==> src/hdl/pbs_pkg.sv <==
// Purpose: shared constants for the push button power sequencer
// Assumes: 50 MHz system clock, all timers count 1 ms ticks
// Notes:   durations are in ms; the per-ms cycle count is a top parameter

// ==========================================================================
// package
package pbs_pkg;

  // clock rate and derived ms tick length
  localparam int unsigned CLK_HZ       = 50_000_000;
  localparam int unsigned MS_PER_S     = 1000;
  localparam int unsigned MS_CYCLES    = CLK_HZ / MS_PER_S;  // 50000 cycles

  // timer widths
  localparam int          TMR_W        = 10;   // up to 1023 ms
  localparam int          EXT_W        = 8;    // extension inputs, ms
  localparam int          DIV_W        = 16;   // ms divider counter

  // documented durations, in ms
  localparam logic [9:0]  ON_DEBOUNCE_MS  = 10'h080;  // 128 ms
  localparam logic [9:0]  BLANKING_MS     = 10'h200;  // 512 ms
  localparam logic [9:0]  OFF_DEBOUNCE_MS = 10'h020;  // 32 ms
  localparam logic [9:0]  RELEASE_MS      = 10'h020;  // 32 ms
  localparam logic [9:0]  FAILSAFE_MS     = 10'h080;  // 128 ms
  localparam logic [9:0]  LOCKOUT_MS      = 10'h100;  // 256 ms

  // sequencer states
  typedef enum logic [2:0] {
    ST_REL_OFF,    // waiting for button release before arming
    ST_OFF,        // off, debouncing a turn-on press
    ST_BLANK,      // enabled, shutdown request and button ignored
    ST_REL_ON,     // enabled, debouncing button release
    ST_ON,         // powered on, watching for turn-off
    ST_FAILSAFE,   // interrupt raised, waiting for processor
    ST_LOCKOUT     // enable released, button ignored
  } pbs_state_t;

endpackage : pbs_pkg

==> src/hdl/pbs_tmr_if.sv <==
// Purpose: carries timer control and status between sequencer and timer
// Assumes: one clock domain
// Notes:   clr restarts the count on any state change

`timescale 1ns/1ps

// ==========================================================================
// interface
interface pbs_tmr_if;
  logic       tick;    // 1 ms enable pulse
  logic       run;     // count while high, hold zero while low
  logic       clr;     // restart count
  logic [9:0] limit;   // duration in ms
  logic       done;    // count reached limit

  modport ctl (output tick, output run, output clr, output limit, input done);
  modport tmr (input tick, input run, input clr, input limit, output done);
endinterface : pbs_tmr_if

==> src/hdl/pbs_timer.sv <==
// Purpose: ms timer used for every debounce, blanking and lockout delay
// Assumes: tick is a one-cycle pulse once per ms
// Notes:   done is level and stays high until run drops or clr pulses

`timescale 1ns/1ps

// ==========================================================================
// timer
module pbs_timer
  import pbs_pkg::*;
(
  input  wire logic mclk_in,      // system clock
  input  wire logic reset_n_in,   // sync reset, active low
  pbs_tmr_if.tmr    t             // control from the sequencer
);

  logic [TMR_W-1:0] count;

  // count stops at the limit so done cannot wrap away
  always_ff @(posedge mclk_in)
  begin
    if (!reset_n_in || t.clr || !t.run)
      count <= '0;
    else if (t.tick && (count < t.limit))
      count <= count + 10'h001;
  end

  // done must not look at clr: clr is formed from done, which would loop
  assign t.done = t.run && (count >= t.limit);

endmodule : pbs_timer

==> src/hdl/pbs_sequencer.sv <==
// Purpose: push button power on/off sequencer with processor handshake
// Assumes: button and shutdown request arrive asynchronously from pins
// Notes:   extension inputs are static straps in ms, sampled continuously
//
// Overview of operation
// RQ1: enable deasserted and converter off after reset
// RQ2: enable only after 128ms continuous low press
// RQ3: button high resets any running debounce
// RQ4: 512ms blanking ignores button and shutdown request
// RQ5: shutdown request low at blank end aborts
// RQ6: 32ms release debounce after blanking, then on
// RQ7: turn-off needs low for 32ms plus extension
// RQ8: off extension configurable, zero gives 32ms
// RQ9: valid turn-off press drives interrupt low
// RQ10: failsafe 128ms plus extension then release enable
// RQ11: shutdown request during failsafe releases enable at once
// RQ12: shutdown request low after blanking releases enable
// RQ13: enable polarity fixed per variant
// RQ14: after off, debounce release then rearm
// RQ15: processor may tie interrupt to shutdown request
// RQ16: 256ms button lockout after enable release
// RQ17: interrupt released when sequencer returns off
// RQ18: all timers are counters on one clock

`timescale 1ns/1ps

// ==========================================================================
// top module
module pbs_sequencer
  import pbs_pkg::*;
#(
  parameter int unsigned MS_CYC     = MS_CYCLES,  // cycles per ms tick
  parameter bit          EN_ACT_HI  = 1'b1        // 1: high-true enable
)
(
  input  wire logic             mclk_in,                  // 50 MHz clock
  input  wire logic             reset_n_in,               // sync reset
  input  wire logic             button_in_n,              // push button
  input  wire logic             shutdown_req_n_in,        // processor request
  input  wire logic [EXT_W-1:0] off_debounce_extend_in,   // extra off, ms
  input  wire logic [EXT_W-1:0] failsafe_delay_extend_in, // extra fail, ms
  output logic                  en_out,                   // power enable
  output logic                  int_n_out                 // interrupt
);

  // ========================================================================
  // input synchronisers
  logic             btn_s1;
  logic             btn_s2;
  logic             req_s1;
  logic             req_s2;
  logic [EXT_W-1:0] offx_s1;
  logic [EXT_W-1:0] offx_s2;
  logic [EXT_W-1:0] offx_s3;
  logic [EXT_W-1:0] offx_q;
  logic [EXT_W-1:0] fsx_s1;
  logic [EXT_W-1:0] fsx_s2;
  logic [EXT_W-1:0] fsx_s3;
  logic [EXT_W-1:0] fsx_q;

  // button pin is async; two flops before any decision reads it
  always_ff @(posedge mclk_in)
  begin
    if (!reset_n_in)
    begin
      btn_s1 <= 1'b1;
      btn_s2 <= 1'b1;
    end
    else
    begin
      btn_s1 <= button_in_n;
      btn_s2 <= btn_s1;
    end
  end

  // request resets to idle high so reset itself never looks like a request
  always_ff @(posedge mclk_in)
  begin
    if (!reset_n_in)
    begin
      req_s1 <= 1'b1;
      req_s2 <= 1'b1;
    end
    else
    begin
      req_s1 <= shutdown_req_n_in;
      req_s2 <= req_s1;
    end
  end

  // straps are static but off-domain, so they pass the flops as well
  always_ff @(posedge mclk_in)
  begin
    if (!reset_n_in)
    begin
      offx_s1 <= '0;
      offx_s2 <= '0;
      offx_s3 <= '0;
      fsx_s1  <= '0;
      fsx_s2  <= '0;
      fsx_s3  <= '0;
    end
    else
    begin
      offx_s1 <= off_debounce_extend_in;
      offx_s2 <= offx_s1;
      offx_s3 <= offx_s2;
      fsx_s1  <= failsafe_delay_extend_in;
      fsx_s2  <= fsx_s1;
      fsx_s3  <= fsx_s2;
    end
  end

  // a moving strap word can be caught half old, half new; only a value
  // seen on two edges in a row is taken, so a limit never jumps
  always_ff @(posedge mclk_in)
  begin
    if (!reset_n_in)
    begin
      offx_q <= '0;
      fsx_q  <= '0;
    end
    else
    begin
      if (offx_s2 == offx_s3)
        offx_q <= offx_s3;
      if (fsx_s2 == fsx_s3)
        fsx_q <= fsx_s3;
    end
  end

  logic btn_low;
  logic req_low;

  assign btn_low = !btn_s2;
  assign req_low = !req_s2;

  // ========================================================================
  // ms tick divider
  logic [DIV_W-1:0] div_cnt;
  logic             ms_tick;

  // one enable pulse per ms; every timer shares it
  always_ff @(posedge mclk_in)
  begin
    if (!reset_n_in)
    begin
      div_cnt <= '0;
      ms_tick <= 1'b0;
    end
    else if (div_cnt == DIV_W'(MS_CYC - 1))
    begin
      div_cnt <= '0;
      ms_tick <= 1'b1;
    end
    else
    begin
      div_cnt <= div_cnt + 16'h0001;
      ms_tick <= 1'b0;
    end
  end

  // ========================================================================
  // shared timer
  pbs_tmr_if  tmr_bus ();

  pbs_timer u_timer (
    .mclk_in    (mclk_in),
    .reset_n_in (reset_n_in),
    .t          (tmr_bus.tmr)
  );

  // base plus a strap extension, widened to timer width
  function automatic logic [TMR_W-1:0] ext_limit(input logic [9:0]       base,
                                                 input logic [EXT_W-1:0] ext);
    ext_limit = base + {2'h0, ext};
  endfunction : ext_limit

  // ========================================================================
  // sequencer state machine
  // delays are whole ms ticks of a free running divider, so the first tick
  // of any delay can land anywhere in its first ms: an N ms delay lasts
  // between N-1 and N ms, plus sync and output flop cycles
  // one shared timer serves every state; a state change clears it so no
  // delay inherits a partial count from the state before
  pbs_state_t state;
  pbs_state_t next_state;
  logic       tmr_run;
  logic [9:0] tmr_limit;

  // next state and timer steering per state
  always_comb
  begin
    next_state = state;
    tmr_run    = 1'b0;
    tmr_limit  = RELEASE_MS;
    case (state)
      ST_REL_OFF:
      begin
        tmr_run   = !btn_low;                          // see RQ14
        tmr_limit = RELEASE_MS;
        if (tmr_bus.done)
          next_state = ST_OFF;                         // see RQ14
      end
      ST_OFF:
      begin
        tmr_run   = btn_low;                           // see RQ3
        tmr_limit = ON_DEBOUNCE_MS;
        if (tmr_bus.done)
          next_state = ST_BLANK;                       // see RQ2
      end
      ST_BLANK:
      begin
        // button deliberately not looked at here; request read only at blank end
        tmr_run   = 1'b1;                              // see RQ4
        tmr_limit = BLANKING_MS;
        if (tmr_bus.done && req_low)
          next_state = ST_LOCKOUT;                     // see RQ5
        else if (tmr_bus.done)
          next_state = ST_REL_ON;
      end
      ST_REL_ON:
      begin
        tmr_run   = !btn_low;                          // see RQ6
        tmr_limit = RELEASE_MS;
        if (req_low)
          next_state = ST_LOCKOUT;                     // see RQ12
        else if (tmr_bus.done)
          next_state = ST_ON;                          // see RQ6
      end
      ST_ON:
      begin
        tmr_run   = btn_low;                           // see RQ3
        tmr_limit = ext_limit(OFF_DEBOUNCE_MS, offx_q);  // see RQ7 RQ8
        if (req_low)
          next_state = ST_LOCKOUT;                     // see RQ12
        else if (tmr_bus.done)
          next_state = ST_FAILSAFE;                    // see RQ7
      end
      ST_FAILSAFE:
      begin
        tmr_run   = 1'b1;
        tmr_limit = ext_limit(FAILSAFE_MS, fsx_q);     // see RQ10
        // request or timeout, whichever comes first; both end in the same place
        if (req_low || tmr_bus.done)
          next_state = ST_LOCKOUT;                     // see RQ10 RQ11
      end
      ST_LOCKOUT:
      begin
        tmr_run   = 1'b1;                              // see RQ16
        tmr_limit = LOCKOUT_MS;
        if (tmr_bus.done)
          next_state = ST_REL_OFF;                     // see RQ16
      end
      default:
      begin
        next_state = ST_REL_OFF;
      end
    endcase
  end

  // timer restarts whenever the state moves
  assign tmr_bus.tick  = ms_tick;                      // see RQ18
  assign tmr_bus.run   = tmr_run;
  assign tmr_bus.limit = tmr_limit;
  assign tmr_bus.clr   = (next_state != state);

  // reset lands in release wait so a held button cannot power on
  always_ff @(posedge mclk_in)
  begin
    if (!reset_n_in)
      state <= ST_REL_OFF;                             // see RQ1
    else
      state <= next_state;
  end

  // ========================================================================
  // outputs, registered from the next state
  logic next_en_on;
  logic next_int_on;

  // states in which the converter is powered
  function automatic logic powered(input pbs_state_t s);
    powered = (s == ST_BLANK) || (s == ST_REL_ON) || (s == ST_ON) ||
              (s == ST_FAILSAFE);
  endfunction : powered

  assign next_en_on  = powered(next_state);
  assign next_int_on = (next_state == ST_FAILSAFE);

  // enable polarity is a build-time variant choice
  always_ff @(posedge mclk_in)
  begin
    if (!reset_n_in)
      en_out <= !EN_ACT_HI;                            // see RQ1 RQ13
    else
      en_out <= EN_ACT_HI ? next_en_on : !next_en_on;  // see RQ13
  end

  // interrupt low only while the failsafe window runs
  always_ff @(posedge mclk_in)
  begin
    if (!reset_n_in)
      int_n_out <= 1'b1;
    else
      int_n_out <= !next_int_on;                       // see RQ9 RQ17
  end

endmodule : pbs_sequencer

==> config.mk <==
export PLATFORM = sky130hd
export DESIGN_NAME = pbs_sequencer
export DESIGN_NICKNAME = d
export VERILOG_FILES = /design/src/hdl/pbs_pkg.sv /design/src/hdl/pbs_tmr_if.sv /design/src/hdl/pbs_timer.sv /design/src/hdl/pbs_sequencer.sv
export SDC_FILE = /design/constraint.sdc
export NUM_CORES = 1
export LEC_CHECK = 0
export ABC_AREA = 1
export BUFFER_PORTS_ARGS = -buffer_cell sky130_fd_sc_hd__buf_2
export CORE_ASPECT_RATIO = 1.5
export CORE_MARGIN = 4
export CORE_UTILIZATION = 49
export DETAILED_ROUTE_END_ITERATION = 10
export PLACE_DENSITY_LB_ADDON = 0.12
export SETUP_SLACK_MARGIN = 0.05
export SKIP_LAST_GASP = 1
export SLEW_MARGIN = 20
export SYNTH_ARGS = -nofsm -noshare
export SYNTH_HDL_FRONTEND = slang
export SYNTH_SLANG_ARGS = --single-unit
==> constraint.sdc <==
create_clock -name mclk_in -period 3.2 [get_ports mclk_in]
set_clock_uncertainty 0.1 [all_clocks]
set_input_delay 0.32 -clock mclk_in [delete_from_list [all_inputs] [get_ports mclk_in]]
set_output_delay 0.32 -clock mclk_in [all_outputs]
set_load 0.05 [all_outputs]
# [Word-level counts from Yosys, hierarchy flattened]
# Index checks and enable logic that the tools add are counted.
[word_totals] word_cells=72 out_inout_bits=2 in_bits=20 regBits=100
[op_classes] n_eq_ne=14 mux=14 n_reduce_logical=19 magnitude_cmp=2 n_addsub=4 bitwise_logic=1
[op_table] operator="case mux 10 bit (5 select lines)" count=1
[op_table] operator="two-way mux 3 bit" count=10
[op_table] operator="case mux 3 bit (7 select lines)" count=1
[op_table] operator="adder 16 x 1 -> 16 bit (second input constant)" count=1
[op_table] operator="equality test 16 bit (second input constant)" count=1
[op_table] operator="equality test 8 bit" count=2
[op_table] operator="equality test 3 bit (second input constant)" count=5
[op_table] operator="equality test 3 x 2 -> 1 bit (second input constant)" count=4
[op_table] operator="adder 10 x 1 -> 10 bit (second input constant)" count=1
[op_table] operator=">= comparator 10 bit" count=1
[op_table] operator="< comparator 10 bit" count=1
[op_table] operator="adder 6 x 8 -> 9 bit (first input constant)" count=1
[op_table] operator="adder 8 x 8 -> 9 bit (first input constant)" count=1
[op_table] operator="logical OR 1 bit" count=6
[op_table] operator="OR reduction 2 bit" count=3
[op_table] operator="logical NOT 1 bit" count=5
[op_table] operator="equality test 3 x 1 -> 1 bit (second input constant)" count=1
[op_table] operator="logical AND 1 bit" count=3
[op_table] operator="logical NOT 3 bit" count=1
[op_table] operator="inequality test 3 bit" count=1
[op_table] operator="case mux 1 bit (3 select lines)" count=1
[op_table] operator="OR reduction 3 bit" count=1
[op_table] operator="two-way mux 1 bit" count=1
[op_table] operator="inverter 1 bit" count=1

# [Longest topological paths before layout]
# Gate-level depths: netlist of run 1.
[depth] ltp_word=11 ltp_mapped=21 mapped_depth_nobuf=20

# [Cells and area by module]
# From an unflattened synthesis of run 1, not the netlist that was laid out.
[unflattened] cells_unflattened=663 hier_area_um2=4616.9
[by_module_without_submodules] module="pbs_sequencer" seq_area_each_um2=1801.7 cells_each=518 area_per_inst_um2=3726.1 instances=1
[by_module_without_submodules] module="pbs_timer" seq_area_each_um2=200.2 cells_each=145 area_per_inst_um2=890.9 instances=1

# [Worst setup path before layout of run 1]
# OpenSTA, ideal clock, no wires.
[synth_timing] path_kind="register to register" startpoint="register state[2]" endpoint="register u_timer.count[9]" t_arrival_ns=2.478 required_ns=2.985 slack_ns=0.508 synth_period_minus_slack_ns=2.692 stages_incl_launch_ff=20 path_cell_list="dfxtp_1 -> buf_4 -> nand2_2 -> nor2_1 -> a32o_1 -> inv_1 -> ha_1 -> nand2_1 -> inv_1 -> nand2_1 -> nand2_1 -> nand2_1 -> nand3_1 -> nor2_2 -> nand2_1 -> nor3_2 -> nand3_1 -> xor2_1 -> inv_1 -> nor2_1"
[synth_via] elab_chain_cells=10
[synth_rtl] element="start: declaration" line_no="pbs_sequencer.sv:186" rtl="pbs_state_t state;"
[synth_rtl] element="start signal: assignment" line_no="pbs_sequencer.sv:274" rtl="state <= next_state;"
[synth_rtl] element="equality test 3 bit, or another cell as far along" line_no="pbs_sequencer.sv:197" rtl="case (state)"
[synth_rtl] element="case mux 10 bit (5 select lines), or another cell as far along" line_no="pbs_sequencer.sv:197"
[synth_rtl] element=">= comparator 10 bit / case mux 1 bit (3 select lines) (equally long branches)" line_no="pbs_timer.sv:29, pbs_sequencer.sv:197"
[synth_rtl] element="logical AND 1 bit" line_no="pbs_timer.sv:29" rtl="assign t.done = t.run && (count >= t.limit);"
[synth_rtl] element="two-way mux 3 bit, or another cell as far along" line_no="pbs_sequencer.sv:237" rtl="else if (tmr_bus.done)"
[synth_rtl] element="two-way mux 3 bit (on tied branches)"
[synth_rtl] element="case mux 3 bit (7 select lines)" line_no="pbs_sequencer.sv:197"
[synth_rtl] element="inequality test 3 bit" line_no="pbs_sequencer.sv:266" rtl="assign tmr_bus.clr = (next_state != state);"
[synth_rtl] element="logical OR 1 bit (2 in series)" line_no="pbs_timer.sv:22" rtl="if (!reset_n_in || t.clr || !t.run)"
[synth_rtl] element="end signal: assignment" line_no="pbs_timer.sv:25" rtl="count <= count + 10'h001;"
[synth_rtl] element="end: declaration" line_no="pbs_timer.sv:17" rtl="logic [TMR_W-1:0] count;"
# Parallel ways exist; a longest one is shown, timed or not.
# A chain may end at the register's enable or synchronous reset.

# [Worst setup path after layout of run 1]
[layout_timing] startpoint="register state[2]" endpoint="register en_out"
[layout_via] elab_chain_cells=11
[layout_rtl] element="equality test 3 bit, or another cell as far along" line_no="pbs_sequencer.sv:197"
[layout_rtl] element="case mux 10 bit (5 select lines), or another cell as far along" line_no="pbs_sequencer.sv:197"
[layout_rtl] element=">= comparator 10 bit / case mux 1 bit (3 select lines) (equally long branches)" line_no="pbs_timer.sv:29, pbs_sequencer.sv:197"
[layout_rtl] element="logical AND 1 bit" line_no="pbs_timer.sv:29"
[layout_rtl] element="two-way mux 3 bit, or another cell as far along" line_no="pbs_sequencer.sv:237"
[layout_rtl] element="two-way mux 3 bit (on tied branches)"
[layout_rtl] element="case mux 3 bit (7 select lines) *" line_no="pbs_sequencer.sv:197"
[layout_rtl] element="equality test 3 x 2 -> 1 bit" line_no="pbs_sequencer.sv:284" rtl="powered = (s == ST_BLANK) || (s == ST_REL_ON) || (s == ST_ON) ||"
[layout_rtl] element="logical OR 1 bit (2 in series)" line_no="pbs_sequencer.sv:284"
[layout_rtl] element="logical OR 1 bit *" line_no="pbs_sequencer.sv:284"
[layout_rtl] element="end signal: assignment" line_no="pbs_sequencer.sv:295" rtl="en_out <= !EN_ACT_HI;"
[layout_rtl] element="end signal: assignment" line_no="pbs_sequencer.sv:297" rtl="en_out <= EN_ACT_HI ? next_en_on : !next_en_on;"
[layout_rtl] element="end: declaration" line_no="pbs_sequencer.sv:42" rtl="output logic en_out,"
# Every way passes the cells marked *; elsewhere a longest branch is shown, timed or not.

==> summary.md, run 1 <==
| Metric | Value |
|---|---|
| Vias in the first global route | `2940` |
| Setup TNS | `0 ps` |
| WL final | `6.86 mm` |
| Period utilization | `90.2%` |
| Compound-cell area share of the yosys netlist | `8.39%` |
| Die W | `83.4 um` |
| FP Rows | `41` |
| Startpoint Class | `flop` |
| Worst EP arrival | `3030 ps` |
| Htree depth | `3` |
| CTS tree | `done` |
| Deepest clock path buffer count | `2` |
| CP Data Required Time | `3340 ps` |
| Initial antenna violation count | `0` |
| Cell taking the most area after synthesis | `dfxtp_1` |
| RSZ-0062 raised after global routing | `no` |
| Number of flops mapped to enable cells by yosys | `0` |
| Placed cells | `661` |
| Hold_ws | `52.4 ps` |
| Main combinational cell family by area after synthesis | `simple AND/OR/NAND/NOR gates` |
| GP Congestion | `0.894` |
| Fin util | `56.6%` |
| Post-synth top cells | `inv_1, nand2_1, dfxtp_1` |
| Initial Util | `49.9%` |
| Top layer in use | `met4` |
| Final ANT Viol Nets | `0` |
| Max-slew violation count | `0` |
| Port Buffers | `21` |
| Critical setup path kind | `flop to flop` |
| Mapped cell area | `4180 um^2` |
| Met2 Wirelength | `3.49 mm` |
| Synth Flop Type | `dfxtp_1` |
| Synth Area in Simple Gates | `23.6%` |
| Die height | `121 um` |
| Vias per cell | `4.59` |
| Wirelength per Cell | `10.1 um` |
| Layout cells sized above 1 | `11.9%` |
| PD cells | `601 nW/um^2` |
| Post-CTS Hold Buffers | `0` |
| Crit path time final | `2890 ps` |
| Finished Layout Cells | `677` |
| Post-CTS setup buffer count | `0` |
| Final HPWL DP | `5.20 mm` |
| Yosys warns | `0` |
| CP endpoint kind | `flop` |
| Root Buffer | `clkbuf_16` |
| Max Cap Violations | `0` |
| DR vias | `3107` |
| Relative slew slack | `63.9%` |
| Drt initial violations | `81` |
| VDD IR-drop max | `0.360 mV` |
| GRT Overall Usage | `15.1%` |
| Die Area | `10100 um^2` |
| Synth Area in XOR/XNOR | `5.45%` |
| Final setup viols | `0` |
| Area Overhead vs Synth | `13.3%` |
| Clk slew on worst S/H paths | `70 ps` |
| First-pass GRT wire length | `12.4 mm` |
| Most frequent cell after synthesis | `inv_1` |
| Synth Register Bits | `100` |
| # DRC | `0` |
| Status | `finished clean` |
| Met3 WL post-DR | `205 um` |
| CTS resizes | `0` |
| Hold Fails Final Rpt | `0` |
| Core Region | `8360 um^2` |
| CP Max Fanout | `10` |
| P_leak | `2.38 nW` |
| Top cell type's share of synthesized area | `47.9%` |
| Sequential cell area | `2010 um^2` |
| Mux contribution to synthesized area | `0.240%` |
| Met1 wire length | `2.97 mm` |
| Final #Nets | `598` |
| Synth Area in Adders | `3.89%` |
| Pre-Repair DR Iteration Count | `4` |
| I/O Pins | `22` |
| Fmax | `347 MHz` |
| Post-synthesis async set-or-reset flop share | `0%` |
| Synth Instances | `537` |
| Filler cells | `798` |
| Yosys cell types | `40` |
| Diodes inserted | `0` |
| Synth Net Count | `570` |
| Multi-input gate area | `1740 um^2` |
| Ranking of synthesized cells by area | `dfxtp_1, inv_1, nand2_1, nor2_1, xor2_1` |
| Avg Cell Area, Syn | `7.78 um^2` |
| Worst skew pair latency | `340 ps` |
| CTS Buf Count | `9` |
| Post-synthesis sequential area ratio | `47.9%` |
| Slew of the pin with the lowest slew margin | `542 ps` |
| Largest net degree at the start of global routing | `64` |
| Clk sinks | `100` |
| Total grt overflow | `0` |
| Hold Path Class | `input pin to flop` |
## path summary, 6_finish.rpt
kind / from / to / slack, ps / cells past startpoint
worst max-delay path: state[2] / en_out / 310 / 17
worst min-delay path: failsafe_delay_extend_in[0] / fsx_s1[0] / 50 / 3
worst max register to register: state[2] / en_out / 310 / 17
worst min register to register: offx_s1[2] / offx_s2[2] / 310 / 2
## routing by layer
layer  vias up  track usage, %
met4         0            9.41
met3        15            3.19
met1      1337            16.8
met2        41            26.3
met5         -               0
li1       1714               -
## cell families after synthesis
group,Yosys count
muxes,1
and+or+nand+nor,226
buffers and inverters,114
AOI/OAI and AO/OA,57
adders and majority gates,13
xor gates and xnor gates,26
DFF,100
## metrics by stage
stage | power, W | worst slack (ps) | area (um^2)
finish | 0.00284 | 314 | 4730
detailed placement | 0.00175 | 239 | 4410
global placement | 0.00175 | 315 | 4410
CTS | 0.00288 | 216 | 4720
global route | 0.00301 | 61.5 | 4730
floorplan | 0.00166 | 508 | 4180
## area by class of cell
type                       count  area share [%]
clock inverter                 7            1.85
sequential                   100            42.4
inverter                     104            8.25
tap                          107            2.83
clock buffer                   9            4.76
timing repair buffer          27            3.17
multi-input combinational    323            36.7
## worst max-delay path, stage by stage, from the launching register on
cell      delay [ps]
dfxtp_2          380
nand2_2          100
nor2_1            40
buf_4            160
a211oi_1         290
ha_1             280
nand2_1           90
inv_1             40
a21oi_1          200
nand4_1          240
nand2_4          160
nand2_1          100
o21ai_0          150
nand3_1          100
nor2_2           170
nand2_1           90
nand2_1           60
nor2_1            40
## sequential cells by signal, indices dropped and copies added, names as in the netlist, 8 cells and up
| signal | flops |
|---|---|
| div_cnt | 16 |
| u_timer.count | 10 |
| fsx_q | 8 |
| fsx_s1 | 8 |
| fsx_s2 | 8 |
| fsx_s3 | 8 |
| offx_q | 8 |
| offx_s1 | 8 |
| offx_s2 | 8 |
| offx_s3 | 8 |
## report_power, final
part | internal, W | switching, W
combinational | 0.000133 | 0.000240
sequential | 0.00131 | 0.0000439
clock | 0.000628 | 0.000490
total | 0.00207 | 0.000775
## cells in the final DEF, fill, tap and decap left out, drive strengths merged, types with 2 or more instances in the layout
| cell type | Yosys | routed |
|---|---|---|
| ha | 13 | 13 |
| o21bai | 2 | 2 |
| o21ai | 28 | 28 |
| buf | 2 | 27 |
| inv | 103 | 109 |
| nand3 | 19 | 19 |
| a32o | 6 | 6 |
| nor2 | 74 | 74 |
| xnor2 | 5 | 5 |
| clkbuf | 8 | 9 |
| nor3 | 9 | 9 |
| nor4 | 4 | 4 |
| xor2 | 21 | 21 |
| a2111oi | 2 | 2 |
| or2 | 6 | 6 |
| a21oi | 14 | 14 |
| nand4 | 7 | 7 |
| dfxtp | 100 | 100 |
| o21a | 2 | 2 |
| nand2 | 104 | 104 |
(Power assumes the default switching activity.)
==> run 2: changes to the inputs <==
--- a/config.mk
+++ b/config.mk
@@ -5,11 +5,12 @@
 export SDC_FILE = /design/constraint.sdc
 export NUM_CORES = 1
 export LEC_CHECK = 0
-export ABC_AREA = 1
+export ABC_AREA = 0
 export BUFFER_PORTS_ARGS = -buffer_cell sky130_fd_sc_hd__buf_2
 export CORE_ASPECT_RATIO = 1.5
 export CORE_MARGIN = 4
 export CORE_UTILIZATION = 49
+export CTS_CLUSTER_DIAMETER = 40
 export DETAILED_ROUTE_END_ITERATION = 10
 export PLACE_DENSITY_LB_ADDON = 0.12
 export SETUP_SLACK_MARGIN = 0.05
==> run 2 against run 1 <==
Effect of this change:
- register-to-register slack worse by 80 ps
- synthesized cell count down 20%
- clock-buffer cell count up 1
- critical endpoint is now u_timer.count[4]
- synthesized area down 1.2%
- combinational power down 11%
- critical path depth down 8
- first-iteration DRC count up 20%
- largest power group unchanged
- die area down 1.1%
- wire length down 0.82%
- clock power down 13%
==> summary.md, run 2 <==
| Metric | Value |
|---|---|
| R2R cell count | `9 (was 17)` |
| DR vias | `2785 (was 3107)` |
| Psw | `0.000672 W (was 0.000775 W)` |
| Comb power frac | `12.7% (was 13.1%)` |
| Final #Nets | `476 (was 598)` |
| Crit-path most repeated cell | `a21oi_1 (was nand2_1)` |
| Initial antenna violation count | `0 (unchanged)` |
| CTS Buf Count | `9 (unchanged)` |
| Yosys cell types | `44 (was 40)` |
| Post-CTS Hold Buffers | `0 (unchanged)` |
| Vias in the first global route | `2627 (was 2940)` |
| Drt initial violations | `97 (was 81)` |
| Setup TNS | `0 ps (unchanged)` |
| Clk sinks | `100 (unchanged)` |
| First-pass GRT wire length | `12.0 mm (was 12.4 mm)` |
| Clk slew on worst S/H paths | `60 ps (was 70 ps)` |
| Post-synthesis sequential area ratio | `48.5% (was 47.9%)` |
| Hold path endpoint | `btn_s1 (was fsx_s1[0])` |
| Number of flops mapped to enable cells by yosys | `0 (unchanged)` |
| Post-synth top cells | `dfxtp_1, nor2_1, and2_1 (was inv_1, nand2_1, dfxtp_1)` |
| Fmax | `337 MHz (was 347 MHz)` |
| Final HPWL DP | `4.83 mm (was 5.20 mm)` |
| Final setup viols | `0 (unchanged)` |
| Pre-Repair DR Iteration Count | `4 (unchanged)` |
| Die Area | `9990 um^2 (was 10100 um^2)` |
| Critical setup path kind | `flop to flop (unchanged)` |
| Worst path slowest cell | `dfxtp_1 (was dfxtp_2)` |
| P_int | `0.00196 W (was 0.00207 W)` |
| Max-slew violation count | `0 (unchanged)` |
| VDD IR-drop max | `0.407 mV (was 0.360 mV)` |
| Period utilization | `92.8% (was 90.2%)` |
| Startpoint Class | `flop (unchanged)` |
| Commonest cells after routing, fill and taps aside | `dfxtp_1, nor2_1, and2_1, xor2_1, nand2_1 (was inv_1, nand2_1, dfxtp_1, nor2_1, o21ai_0)` |
| CTS tree | `done (unchanged)` |
| WL final | `6.81 mm (was 6.86 mm)` |
| Deepest clock path buffer count | `2 (unchanged)` |
| Synth Register Bits | `100 (unchanged)` |
| Crit path time final | `2970 ps (was 2890 ps)` |
| Root Buffer | `clkbuf_16 (unchanged)` |
| RR Startpoint | `state[1] (was state[2])` |
| Mapped cell area | `4130 um^2 (was 4180 um^2)` |
| Total grt overflow | `0 (unchanged)` |
| Relative slew slack | `65.2% (was 63.9%)` |
| Yosys warns | `0 (unchanged)` |
| CTS resizes | `0 (unchanged)` |
| Hold Path Class | `input pin to flop (unchanged)` |
| Htree depth | `3 (unchanged)` |
| GP Congestion | `0.813 (was 0.894)` |
| CP Max Fanout | `13 (was 10)` |
| Area Overhead vs Synth | `10.6% (was 13.3%)` |
| Synth Flop Type | `dfxtp_1 (unchanged)` |
| Wirelength per Cell | `12.3 um (was 10.1 um)` |
| Commonest non-fill, non-tap cell in the layout | `dfxtp_1 (was inv_1)` |
| Final ANT Viol Nets | `0 (unchanged)` |
| Status | `finished clean (unchanged)` |
| Die height | `120 um (was 121 um)` |
| Sequential fraction of design power | `50.3% (was 47.5%)` |
| Reg2Reg Setup Slack | `230 ps (was 310 ps)` |
| Vias per cell | `5.05 (was 4.59)` |
| Delay of the slowest critical-path stage | `590 ps (was 380 ps)` |
| PD cells | `576 nW/um^2 (was 601 nW/um^2)` |
| Slew of the pin with the lowest slew margin | `522 ps (was 542 ps)` |
| Max Cap Violations | `0 (unchanged)` |
| Most flops, register | `div_cnt (unchanged)` |
| # DRC | `0 (unchanged)` |
| Hold_ws | `61.5 ps (was 52.4 ps)` |
| I/O Pins | `22 (unchanged)` |
| Layout cells sized above 1 | `11.2% (was 11.9%)` |
| P_leak | `1.96 nW (was 2.38 nW)` |
| Initial Util | `50.9% (was 49.9%)` |
| Cell taking the most area after synthesis | `dfxtp_1 (unchanged)` |
| Port Buffers | `21 (unchanged)` |
| Most frequent cell after synthesis | `dfxtp_1 (was inv_1)` |
| FP Rows | `40 (was 41)` |
| CP Data Required Time | `3360 ps (was 3340 ps)` |
| Diodes inserted | `0 (unchanged)` |
| Post-CTS setup buffer count | `0 (unchanged)` |
| Regs by FF count | `div_cnt (16), u_timer.count (10) (unchanged)` |
| Avg Cell Area, Syn | `9.64 um^2 (was 7.78 um^2)` |
| Synth Instances | `428 (was 537)` |
| Tot Pwr | `0.00263 W (was 0.00284 W)` |
| Clk pwr share | `37.0% (was 39.3%)` |
| Terminus of the critical flop-to-flop path | `u_timer.count[4] (was en_out)` |
| CP endpoint kind | `flop (unchanged)` |
| HP Start | `button_in_n (was failsafe_delay_extend_in[0])` |
| Worst EP arrival | `3130 ps (was 3030 ps)` |
| Synth Net Count | `461 (was 570)` |
| Crit-path cells | `inv_1, nand2_1, a21oi_1, ha_1, a21oi_1, o21ai_0, a2111oi_4, nand4_2, nor2_1 (was nand2_2, nor2_1, buf_4, a211oi_1, ha_1, nand2_1, inv_1, a21oi_1, nand4_1, nand2_4, nand2_1, o21ai_0, nand3_1, nor2_2, nand2_1, nand2_1, nor2_1)` |
| Worst skew pair latency | `340 ps (about the same)` |
| GRT Overall Usage | `14.7% (was 15.1%)` |
| Ranking of synthesized cells by area | `dfxtp_1, and2_1, xor2_1, mux2i_1, nor2_1 (was dfxtp_1, inv_1, nand2_1, nor2_1, xor2_1)` |
| Die W | `82.9 um (was 83.4 um)` |
| Largest net degree at the start of global routing | `41 (was 64)` |
| RSZ-0062 raised after global routing | `no (unchanged)` |
| Hold Fails Final Rpt | `0 (unchanged)` |
| Max FFs per register | `16 (unchanged)` |
| Worst hold stages | `2 (was 3)` |
| Post-synthesis async set-or-reset flop share | `0% (unchanged)` |
| Worst setup startpoint | `state[1] (was state[2])` |
| Top cell type's share of synthesized area | `48.5% (was 47.9%)` |
| Core Region | `8110 um^2 (was 8360 um^2)` |
| Net Sw Frac | `25.6% (was 27.2%)` |
## run 2: final cells by class
type	instances	area [um^2]
clock buffer	10	229
multi-input combinational	301	2010
clock inverter	5	37.5
timing repair buffer	24	128
sequential	100	2000
tap	105	131
fill	756	3540
inverter	7	26.3
## run 2: per-stage QoR
stage	setup slack [ps]	util, %	std cells	instance area (um^2)
floorplan	309	-	428	4130
global placement	333	53.0	537	4300
detailed placement	301	53.0	537	4300
CTS	276	56.3	552	4560
global route	66.5	56.3	552	4570
finish	231	56.3	552	4570
## run 2: critical path: cells and delay by family, from the launching register on
| family | cells | cell delay [ps] |
|---|---|---|
| AO/OA/AOI/OAI | 4 | 970 |
| buffers and inverters | 1 | 250 |
| flip-flops | 1 | 590 |
| adder cells (fa/ha/maj) | 1 | 330 |
| AND/OR/NAND/NOR | 3 | 640 |
## run 2: worst max-delay path by stage
stage / slack [ps] / endpoint / cells after the start
after CTS: 280 / u_timer.count[4] / 9
after global routing: 70 / u_timer.count[8] / 9
final: 230 / u_timer.count[4] / 9
after global placement: 330 / state[0] / 8
after floorplan: 310 / state[0] / 10
after detailed placement: 300 / u_timer.count[4] / 8
## run 2: power by group through the flow
| stage | registers, W | clock network, W | logic [W] |
|---|---|---|---|
| after floorplan | 0.00133 | 0 | 0.000287 |
| after global placement | 0.00135 | 0 | 0.000330 |
| after detailed placement | 0.00135 | 0 | 0.000331 |
| after CTS | 0.00132 | 0.00100 | 0.000334 |
| after global routing | 0.00133 | 0.00105 | 0.000368 |
| final | 0.00132 | 0.000972 | 0.000333 |
## run 2: routing by layer
layer,up-vias,GRT usage (%),routed length (um)
li1,1462,-,-
met1,1275,16.8,3010
met2,33,25.8,3470
met3,15,3.68,191
met4,0,6.75,133
met5,-,0,0
## run 2: logic make-up (layout without fill, tap and decap cells)
family / count (synthesis) / after routing / share of synthesized area (%)
muxes: 27 / 27 / 6.70
adders and majority gates: 13 / 13 / 3.94
and+or+nand+nor: 188 / 188 / 23.7
AOI/OAI and AO/OA: 32 / 32 / 5.70
DFF: 100 / 100 / 48.5
xor gates and xnor gates: 41 / 41 / 8.70
buffers and inverters: 27 / 46 / 2.79
